===== src/rtl/ddrmr_params.svh =====
`ifndef DDRMR_PARAMS_SVH
`define DDRMR_PARAMS_SVH
`define DDRMR_BA_MR1        3'h1
`define DDRMR_BA_MR2        3'h2
`define DDRMR_BA_MR3        3'h3
`define DDRMR_MR1_DLL_OFF   0
`define DDRMR_MR1_AL_LO     3
`define DDRMR_MR1_WLEV      7
`define DDRMR_MR2_PAR_LO    0
`define DDRMR_MR2_WCL_LO    3
`define DDRMR_MR2_AUTO_RATE 6
`define DDRMR_MR2_EXT_TEMP  7
`define DDRMR_MR2_RTTWR_LO  9
`define DDRMR_MR3_LOC_LO    0
`define DDRMR_MR3_PAT_EN    2
`define DDRMR_WCL_BASE      5'h05
`define DDRMR_DLL_OFF_LAT   5'h06
`define DDRMR_CL_RESET      5'h05
`define DDRMR_PATTERN       8'h55
`endif


===== src/rtl/ddrmr_pkg.sv =====
`default_nettype none
package ddrmr_pkg;
    typedef enum logic [1:0] {
        DDRMR_AL_ZERO  = 2'b00,
        DDRMR_AL_CLM1  = 2'b01,
        DDRMR_AL_CLM2  = 2'b10,
        DDRMR_AL_RSVD  = 2'b11
    } ddrmr_al_e;
    typedef enum logic [2:0] {
        DDRMR_CMD_DESEL = 3'b000,
        DDRMR_CMD_NOP   = 3'b001,
        DDRMR_CMD_MRS   = 3'b010,
        DDRMR_CMD_READ  = 3'b011,
        DDRMR_CMD_WRITE = 3'b100,
        DDRMR_CMD_OTHER = 3'b101
    } ddrmr_cmd_e;
    typedef struct packed {
        logic       dll_off;
        logic [1:0] al_code;
        logic       wlev;
        logic [2:0] partial_array_refresh;
        logic [2:0] wcl_code;
        logic       auto_refresh_rate_select;
        logic       extended_temp_refresh_bit;
        logic [1:0] rtt_wr;
        logic [1:0] pat_loc;
        logic       pat_en;
        logic [4:0] write_latency;
        logic [4:0] strobe_latency;
        logic       sr_rate_hot;
        logic       dyn_term_on;
        logic       nom_only;
        logic       read_from_pattern;
        logic       write_accept;
        logic       read_accept;
        logic [7:0] read_pattern;
    } ddrmr_state_s;
endpackage
`default_nettype wire


===== src/rtl/ddrmr_mode_regs.sv =====
`include "ddrmr_params.svh"
`timescale 1ns/1ps
`default_nettype none
module ddrmr_mode_regs
    import ddrmr_pkg::*;
#(
    parameter int CL_W = 5
) (
    input  wire logic            sys_clk,
    input  wire logic            rst,
    input  wire logic            cs_n,
    input  wire logic            ras_n,
    input  wire logic            cas_n,
    input  wire logic            we_n,
    input  wire logic [2:0]      bank,
    input  wire logic [13:0]     addr,
    input  wire logic [CL_W-1:0] cas_latency,
    input  wire logic            thermal_hot,
    output logic                 dll_off,
    output logic [CL_W-1:0]      write_latency,
    output logic [CL_W-1:0]      strobe_latency,
    output logic [2:0]           partial_array_refresh,
    output logic                 auto_refresh_rate_select,
    output logic                 extended_temp_refresh_bit,
    output logic                 sr_rate_hot,
    output logic [1:0]           rtt_wr,
    output logic                 dyn_term_on,
    output logic                 nom_only,
    output logic                 pat_en,
    output logic [1:0]           pat_loc,
    output logic                 read_from_pattern,
    output logic [7:0]           read_pattern,
    output logic                 write_accept,
    output logic                 read_accept
);
    ddrmr_state_s st;
    ddrmr_state_s next_st;
    ddrmr_cmd_e   cmd;
    logic [4:0]   al_cyc;
    logic [4:0]   wcl_cyc;
    logic [4:0]   rl_cyc;

    // command decode; deselect and no-operation start nothing
    always_comb begin
        if (cs_n) begin
            cmd = DDRMR_CMD_DESEL;
        end else begin
            case ({ras_n, cas_n, we_n})
                3'b111:  cmd = DDRMR_CMD_NOP;
                3'b000:  cmd = DDRMR_CMD_MRS;
                3'b101:  cmd = DDRMR_CMD_READ;
                3'b100:  cmd = DDRMR_CMD_WRITE;
                default: cmd = DDRMR_CMD_OTHER;
            endcase
        end
    end

    // next state: register writes, then latencies and derived behaviour
    always_comb begin
        next_st = st;
        if (cmd == DDRMR_CMD_MRS) begin
            case (bank)
                `DDRMR_BA_MR1: begin
                    next_st.dll_off = addr[`DDRMR_MR1_DLL_OFF];
                    next_st.al_code = addr[`DDRMR_MR1_AL_LO +: 2];
                    next_st.wlev    = addr[`DDRMR_MR1_WLEV];
                end
                `DDRMR_BA_MR2: begin
                    next_st.partial_array_refresh =
                        addr[`DDRMR_MR2_PAR_LO +: 3];
                    next_st.wcl_code = addr[`DDRMR_MR2_WCL_LO +: 3];
                    next_st.auto_refresh_rate_select =
                        addr[`DDRMR_MR2_AUTO_RATE];
                    next_st.extended_temp_refresh_bit =
                        addr[`DDRMR_MR2_EXT_TEMP];
                    next_st.rtt_wr = addr[`DDRMR_MR2_RTTWR_LO +: 2];
                end
                `DDRMR_BA_MR3: begin
                    next_st.pat_en  = addr[`DDRMR_MR3_PAT_EN];
                    next_st.pat_loc = addr[`DDRMR_MR3_LOC_LO +: 2];
                end
                default: begin
                end
            endcase
        end
        // latency arithmetic from the fields as they will stand
        wcl_cyc = `DDRMR_WCL_BASE + {2'h0, next_st.wcl_code};
        if (next_st.dll_off) begin
            wcl_cyc = `DDRMR_DLL_OFF_LAT;
        end
        case (ddrmr_al_e'(next_st.al_code))
            DDRMR_AL_ZERO: al_cyc = 5'h00;
            DDRMR_AL_CLM1: al_cyc = 5'(cas_latency) - 5'h01;
            DDRMR_AL_CLM2: al_cyc = 5'(cas_latency) - 5'h02;
            default:       al_cyc = 5'h00;
        endcase
        rl_cyc = al_cyc + 5'(cas_latency);
        next_st.write_latency = al_cyc + wcl_cyc;
        // one cycle earlier strobe with the lock loop off
        next_st.strobe_latency = next_st.dll_off ?
            rl_cyc - 5'h01 : rl_cyc;
        // self refresh rate source
        next_st.sr_rate_hot = next_st.auto_refresh_rate_select ?
            thermal_hot : next_st.extended_temp_refresh_bit;
        // write termination independent of nominal; leveling blocks it
        next_st.nom_only    = next_st.wlev;
        next_st.dyn_term_on = (next_st.rtt_wr != 2'h0) &&
                              !next_st.wlev;
        next_st.write_accept = (cmd == DDRMR_CMD_WRITE);
        next_st.read_accept  = (cmd == DDRMR_CMD_READ);
        next_st.read_from_pattern = (cmd == DDRMR_CMD_READ) &&
                                    st.pat_en;
        // location only matters while readout is on
        if (next_st.pat_en) begin
            next_st.read_pattern = `DDRMR_PATTERN >> next_st.pat_loc;
        end else begin
            next_st.read_pattern = 8'h00;
        end
    end

    // state register; reset works in every mode
    always_ff @(posedge sys_clk) begin
        if (rst) begin
            st <= '0;
            st.write_latency  <= `DDRMR_WCL_BASE;
            st.strobe_latency <= `DDRMR_CL_RESET;
        end else begin
            st <= next_st;
        end
    end

    // outputs straight from the state flops
    assign dll_off                   = st.dll_off;
    assign write_latency             = CL_W'(st.write_latency);
    assign strobe_latency            = CL_W'(st.strobe_latency);
    assign partial_array_refresh     = st.partial_array_refresh;
    assign auto_refresh_rate_select  = st.auto_refresh_rate_select;
    assign extended_temp_refresh_bit = st.extended_temp_refresh_bit;
    assign sr_rate_hot               = st.sr_rate_hot;
    assign rtt_wr                    = st.rtt_wr;
    assign dyn_term_on               = st.dyn_term_on;
    assign nom_only                  = st.nom_only;
    assign pat_en                    = st.pat_en;
    assign pat_loc                   = st.pat_loc;
    assign read_from_pattern         = st.read_from_pattern;
    assign read_pattern              = st.read_pattern;
    assign write_accept              = st.write_accept;
    assign read_accept               = st.read_accept;
endmodule
`default_nettype wire


===== config.mk =====
export PLATFORM = sky130hd
export DESIGN_NAME = ddrmr_mode_regs
export DESIGN_NICKNAME = d
export VERILOG_FILES = /design/src/rtl/ddrmr_pkg.sv /design/src/rtl/ddrmr_mode_regs.sv
export VERILOG_INCLUDE_DIRS = /design/src /design/src/rtl
export SDC_FILE = /design/constraint.sdc
export NUM_CORES = 1
export LEC_CHECK = 0
export BUFFER_PORTS_ARGS = -buffer_cell sky130_fd_sc_hd__buf_2
export CAP_MARGIN = 20
export CORE_MARGIN = 2
export CORE_UTILIZATION = 56
export DETAILED_ROUTE_END_ITERATION = 16
export PLACE_DENSITY = 0.81
export REMOVE_ABC_BUFFERS = 1
export SLEW_MARGIN = 40
export SYNTH_ARGS = -nofsm -noshare
export SYNTH_HDL_FRONTEND = slang
export SYNTH_SLANG_ARGS = --single-unit

===== constraint.sdc =====
create_clock -name sys_clk -period 4.97 [get_ports sys_clk]
set_input_delay 0.2485 -clock sys_clk [delete_from_list [all_inputs] [get_ports sys_clk]]
set_output_delay 0.2485 -clock sys_clk [all_outputs]
set_load 0.02 [all_outputs]

==> qor.yml, run 1 <==
fill_cells: 331
hp-class: "in -> reg"
synth_ff_type: "dfxtp_1"
n_antenna_cell: 0
crit_type: "in -> reg"
grt-ovfl-total: 0
powerDensity_nw_per_um2: 232
drt-wirelength-per-cell_um: 12.4
coreArea_um2: 3740
netlist_area_um2: 2230
io_pins: 64
mostFrequentLayoutCells: "buf_2, dfxtp_1, nor2_1"
leakagePower_uw: 0.00119
numPlacedInstances: 322
crit_required_ns: 5.14
tns_ns: 0
cts.sinks: 36
drive_gt1_share_pct: 26.2
antenna_left: 0
chipWidth_um: 67.1
cts_buffers: 5
whs_ns: 0.178
worst_pin_slew_ns: 0.730
routed_wl_mm: 4.09
cts_setup_buffers: 0
reg2reg_depth: 11
avgSynthCellArea_um2: 8.91
antenna_found_initial: 0
die_h_um: 67.1
root_buffer: "clkbuf_8"
initial_core_util_pct: 59.5
cts_tree: "yes"
ys_types: 50
rsz0062_at_grt: "false"
seq_area_frac_synth_pct: 32.4
maxSlewViolCount: 0
slew_headroom_pct: 51.3
clock_latency_ns: 0.29
fin_crit_sh_pct: 73.8
grt_max_degree: 35
port_buffers: 58
routabilityCongestion: 0.823
ys.warnings.count: 0
cp_max_fo: 7
cp.arrival_ns: 3.83
track_usage_pct: 18.5
dp_hpwl_mm: 3.15
async_flop_share_pct: 0
status: "completed"
htreeDepth: 2
path_clk_slew_ns: 0.08
skew_ns: 0.0145
via_count: 1726
drc: 0
ys_seq_elements: 36
max_freq_ghz: 0.273
layout.nets: 324
layout_commonest_cell: "buf_2"
cts_hold_buf: 0
syn_to_final_growth_pct: 9.61
synth_edf_count: 0
final_cells: 330
setup_viol: 0
startpoint_type: "input port"
grt_pass1_wl_mm: 6.24
drt-initial-drc-count: 66
rows: 22
ir_drop_v: 0.000150
dieArea_um2: 4500
crit_path_end_kind: "flip-flop"
cts_buffer_depth: 2
cts_resized: 0
via_per_inst: 5.23
finalCriticalPeriod_ns: 3.67
maxCapViolations: 0
min_path_cells: 2
first_pass_iters: 4
synth_cells: 250
grt_pass1_vias: 1418
hold_viol: 0
[critical path, stage by stage]
cell and delay, ns:
buf_2 0.11, or3b_1 0.42, nor4_4 0.40, mux2i_1 0.35
ha_1 0.35, inv_1 0.11, nand3_1 0.09, a21oi_1 0.06
nor4_1 0.45, ha_1 0.37, a21o_1 0.18, or3_1 0.37
a211oi_1 0.25, nor3_1 0.07
[worst paths after layout]
kind,start,endpoint,slack (ns)
worst min-delay path,cas_n,read_accept,0.18
worst min register to register,partial_array_refresh[1],partial_array_refresh[1],0.51
worst max-delay path,ras_n,strobe_latency[4],1.30
worst max register to register,st[38],strobe_latency[4],2.04
[cell families after synthesis]
family                     count (synthesis)  synth area share (%)
other                                      1                 0.168
xor gates and xnor gates                  11                  4.33
muxes                                     18                  8.43
DFF                                       36                  32.4
and+or+nand+nor                           88                  22.5
buffers and inverters                     49                  12.9
AOI/OAI and AO/OA                         33                  10.8
adders and majority gates                 14                  8.54
[where the power goes]
part,internal (µW),switching (µW)
Clock,113,105
Combinational,22.7,33.1
Sequential,292,0.882
[sequential cells by signal (all words and copies together) (netlist names), 2 cells and up]
| register | count |
|---|---|
| strobe_latency | 5 |
| read_pattern | 4 |
| partial_array_refresh | 3 |
| rtt_wr | 2 |
| pat_loc | 2 |
| write_latency | 5 |
| st | 5 |
[Yosys cell counts, types with 2 or more instances]
cell type,n,area [µm²]
or2_1,3,18.8
nor3_1,6,30.0
nand2b_1,12,75.1
buf_4,25,188
nor3b_1,2,15.0
fa_1,2,40.0
a211oi_1,4,30.0
mux2_2,2,22.5
o211a_1,2,20.0
o22ai_1,3,18.8
nand3_1,3,15.0
mux2i_1,14,140
dfxtp_1,36,721
a2111oi_0,2,17.5
nor2b_1,7,43.8
and2_1,3,18.8
xor2_1,4,35.0
nand2_1,7,26.3
nand3b_1,2,15.0
xnor2_1,7,61.3
a21oi_1,10,50.1
clkbuf_1,7,26.3
nor2_1,29,109
or3_1,2,12.5
o21ai_0,4,20.0
inv_1,15,56.3
ha_1,12,150
or3b_1,2,17.5
or4b_4,2,27.5
[per-layer routing]
metal  vias to the layer above  wire length [µm]  GRT usage, %
li1                        895                 -             -
met5                         -                 0             0
met1                       769              1840          22.6
met3                         7               228          4.73
met4                         0                76          7.14
met2                        55              1950          30.9
[final cells by class]
| type | count | area, µm² | share of cell area, % |
|---|---|---|---|
| Clock inverter | 1 | 7.51 | 0.308 |
| Sequential cell | 36 | 721 | 29.5 |
| Timing Repair Buffer | 58 | 290 | 11.9 |
| Inverter | 15 | 56.3 | 2.31 |
| Multi-Input combinational cell | 165 | 1220 | 50.0 |
| Tap cell | 48 | 60.1 | 2.46 |
| Clock buffer | 7 | 86.3 | 3.54 |
[through the flow]
step                      cell area [µm²]  worst slack, ns  total power (µW)  utilization, %
after floorplan                      2000             1.59               329               -
after global routing                 2440            0.967               587            65.2
final                                2440             1.30               566            65.2
after global placement               2350             1.04               354            62.7
after detailed placement             2350             1.03               355            62.7
after CTS                            2440             1.32               569            65.2
No activity file was read; power rests on OpenSTA's default activity.
==> inputs of run 2 (changes only) <==
CORE_UTILIZATION = 47   (was 56)
PLACE_DENSITY = 0.72   (was 0.81)
clock period = 3 ns   (was 4.97 ns; I/O delays follow)
==> run 2 against run 1 <==
  * The run now ends with setup timing left
  * Largest power group unchanged
  * Critical endpoint unchanged
  * Hold slack got worse by 0.060 ns
  * Cell area is 18% higher
  * Clock skew fell by 0.0071 ns
  * Highest routed layer unchanged
  * Critical path type unchanged
==> qor.yml, run 2 (synthesized netlist as in run 1, its figures left out) <==
status: "finished, violations left"
violations: "setup timing"
dp_slack_ns: -0.384  # -1.41 ns
dieArea_um2: 5300  # +18%
drt-wirelength-per-cell_um: 14.0  # +13%
slew_headroom_pct: 61.0  # +9.6 points
whs_ns: 0.118  # -0.0602 ns
crit_required_ns: 3.22  # -1.92 ns
port_buffers: 58  # unchanged
antenna_found_initial: 0  # unchanged
fin_util_pct: 62.4  # -2.8 points
worst_pin_slew_ns: 0.585  # -0.145 ns
rows: 25  # +14%
cts_hold_buf: 0  # unchanged
layout.nets: 360  # +11%
via_per_inst: 5.20  # -0.50%
dp_hpwl_mm: 3.45  # +9.4%
grt_pass1_vias: 1755  # +24%
drc: 0  # unchanged
grt_max_degree: 35  # unchanged
cts_buffer_depth: 2  # unchanged
hold_viol: 0  # unchanged
leakagePower_uw: 0.00140  # +18%
routed_wl_mm: 5.21  # +27%
path_clk_slew_ns: 0.08  # about the same
powerDensity_nw_per_um2: 327  # +41%
grt_pass1_wl_mm: 7.69  # +23%
reg2reg_depth: 14  # +3
p_total_uw: 946  # +67%
coreArea_um2: 4630  # +24%
startpoint_type: "input port"
hp-class: "in -> reg"
largestRegisters: "st: 5 flops, strobe_latency: 5 flops, write_latency: 5 flops"
routabilityCongestion: 0.926  # +12%
initial_core_util_pct: 48.1  # -11 points
cp_max_fo: 3  # -4
layout_commonest_cell: "buf_2"
setup_viol: 2  # +2
crit_path_end_kind: "flip-flop"
track_usage_pct: 18.5  # -0.020 points
cp-startpoint: "ras_n"
chipWidth_um: 72.8  # +8.6%
r2r_start: "st[38]"
grt-ovfl-total: 0  # unchanged
cts.sinks: 36  # unchanged
skew_ns: 0.00739  # -0.00709 ns
io_pins: 64  # unchanged
critical_path.cell_chain: "buf_6, or3b_4, nor4_4, buf_4, mux2i_4, inv_2, ha_4, inv_4, nand3_2, a21oi_2, nor4_4, ha_1, buf_6, nand3b_1, o32ai_2, nand4b_1, o211a_1, nor3_1"
clock_latency_ns: 0.29  # about the same
cts_tree: "yes"
reg2reg_to: "strobe_latency[4]"
maxCapViolations: 0  # unchanged
setup_ws_ns: -0.0315  # -1.33 ns
drt-initial-drc-count: 47  # -29%
finalCriticalPeriod_ns: 3.03
maxSlewViolCount: 0  # unchanged
mostFrequentLayoutCells: "buf_2, dfxtp_1, buf_4"
via_count: 1936  # +12%
cts_buffers: 5  # unchanged
final_cells: 372  # +13%
crit_type: "in -> reg"
cpPeakStageDelay_ns: 0.40  # -0.05 ns
rsz0062_at_grt: "true"
ir_drop_v: 0.000148  # -0.91%
root_buffer: "clkbuf_8"
antenna_left: 0  # unchanged
r2r_slack_ns: 0.45  # -1.59 ns
fin_crit_sh_pct: 101
die_h_um: 72.8  # +8.6%
numPlacedInstances: 357  # +11%
cp-endpoint: "strobe_latency[4]"
max_freq_ghz: 0.330
n_antenna_cell: 0  # unchanged
crit_slowest_cell: "or3b_4"
cp.arrival_ns: 3.25  # -0.58 ns
htreeDepth: 2  # unchanged
drive_gt1_share_pct: 43.4  # +17 points
first_pass_iters: 4  # unchanged
syn_to_final_growth_pct: 29.7
[run 2: changes by cell type in the layout (fill, tap and decap cells not counted), moves of 3 or more]
| cell | before | now |
|---|---|---|
| a21oi_2 | 0 | 3 |
| ha_1 | 12 | 9 |
| inv_2 | 0 | 4 |
| a21oi_1 | 10 | 6 |
| buf_6 | 0 | 6 |
| buf_4 | 0 | 32 |
| inv_1 | 15 | 9 |
[run 2: worst min-delay path by stage]
stage	from	to	slack (ns)	cells past startpoint
finish	addr[1]	pat_loc[1]	0.12	3
global route	addr[1]	pat_loc[1]	0.13	3
CTS	addr[1]	pat_loc[1]	0.11	3
detailed placement	addr[1]	pat_loc[1]	0.42	3
global placement	addr[1]	pat_loc[1]	0.41	3
floorplan	rst	write_latency[1]	0.22	1
[run 2: cell type report]
type | instances | area [µm²]
inverters | 15 | 61.3
clock buffers | 5 | 68.8
flip-flops and latches | 36 | 721
fillers | 376 | 1740
repair buffers | 94 | 588
multi-input cells | 165 | 1360
well taps | 54 | 67.6
clock inverters | 3 | 18.8
[run 2: metrics by stage]
stage	cell area, µm²	setup TNS, ns
2_1_floorplan	2000	-0.714
3_3_place_gp	2570	-1.31
3_5_place_dp	2570	-1.52
4_1_cts	2760	-0.0244
5_1_grt	2890	-0.495
6_report	2890	-0.0422
[run 2: power breakdown]
| group | leakage [µW] | switching [µW] | internal (µW) | total [µW] |
|---|---|---|---|---|
| clock | 0.0000479 | 179 | 162 | 340 |
| sequential | 0.000292 | 1.66 | 484 | 485 |
| combinational | 0.00106 | 66.3 | 53.9 | 120 |
[run 2: critical path: cells and delay by family]
family,cells,cell delay (ns)
compound gates,3,0.50
mux,1,0.27
simple gates,7,1.25
fa+ha+maj,2,0.51
buf+inv,5,0.56
[run 2: per-layer routing]
| metal | vias to the layer above | part of all wire (%) | track usage (%) |
|---|---|---|---|
| li1 | 957 | - | - |
| met2 | 57 | 50 | 30.5 |
| met3 | 14 | 4.1 | 4.14 |
| met5 | - | 0 | 0 |
| met4 | 0 | 2.9 | 7.41 |
| met1 | 908 | 43 | 23.4 |
[run 2: repair_timing]
item / CTS / global route
pin swaps: 7 / 15
endpoints found under the setup margin: 3 / 6
resized for setup: 20 / 24
setup buffers: 2 / 5
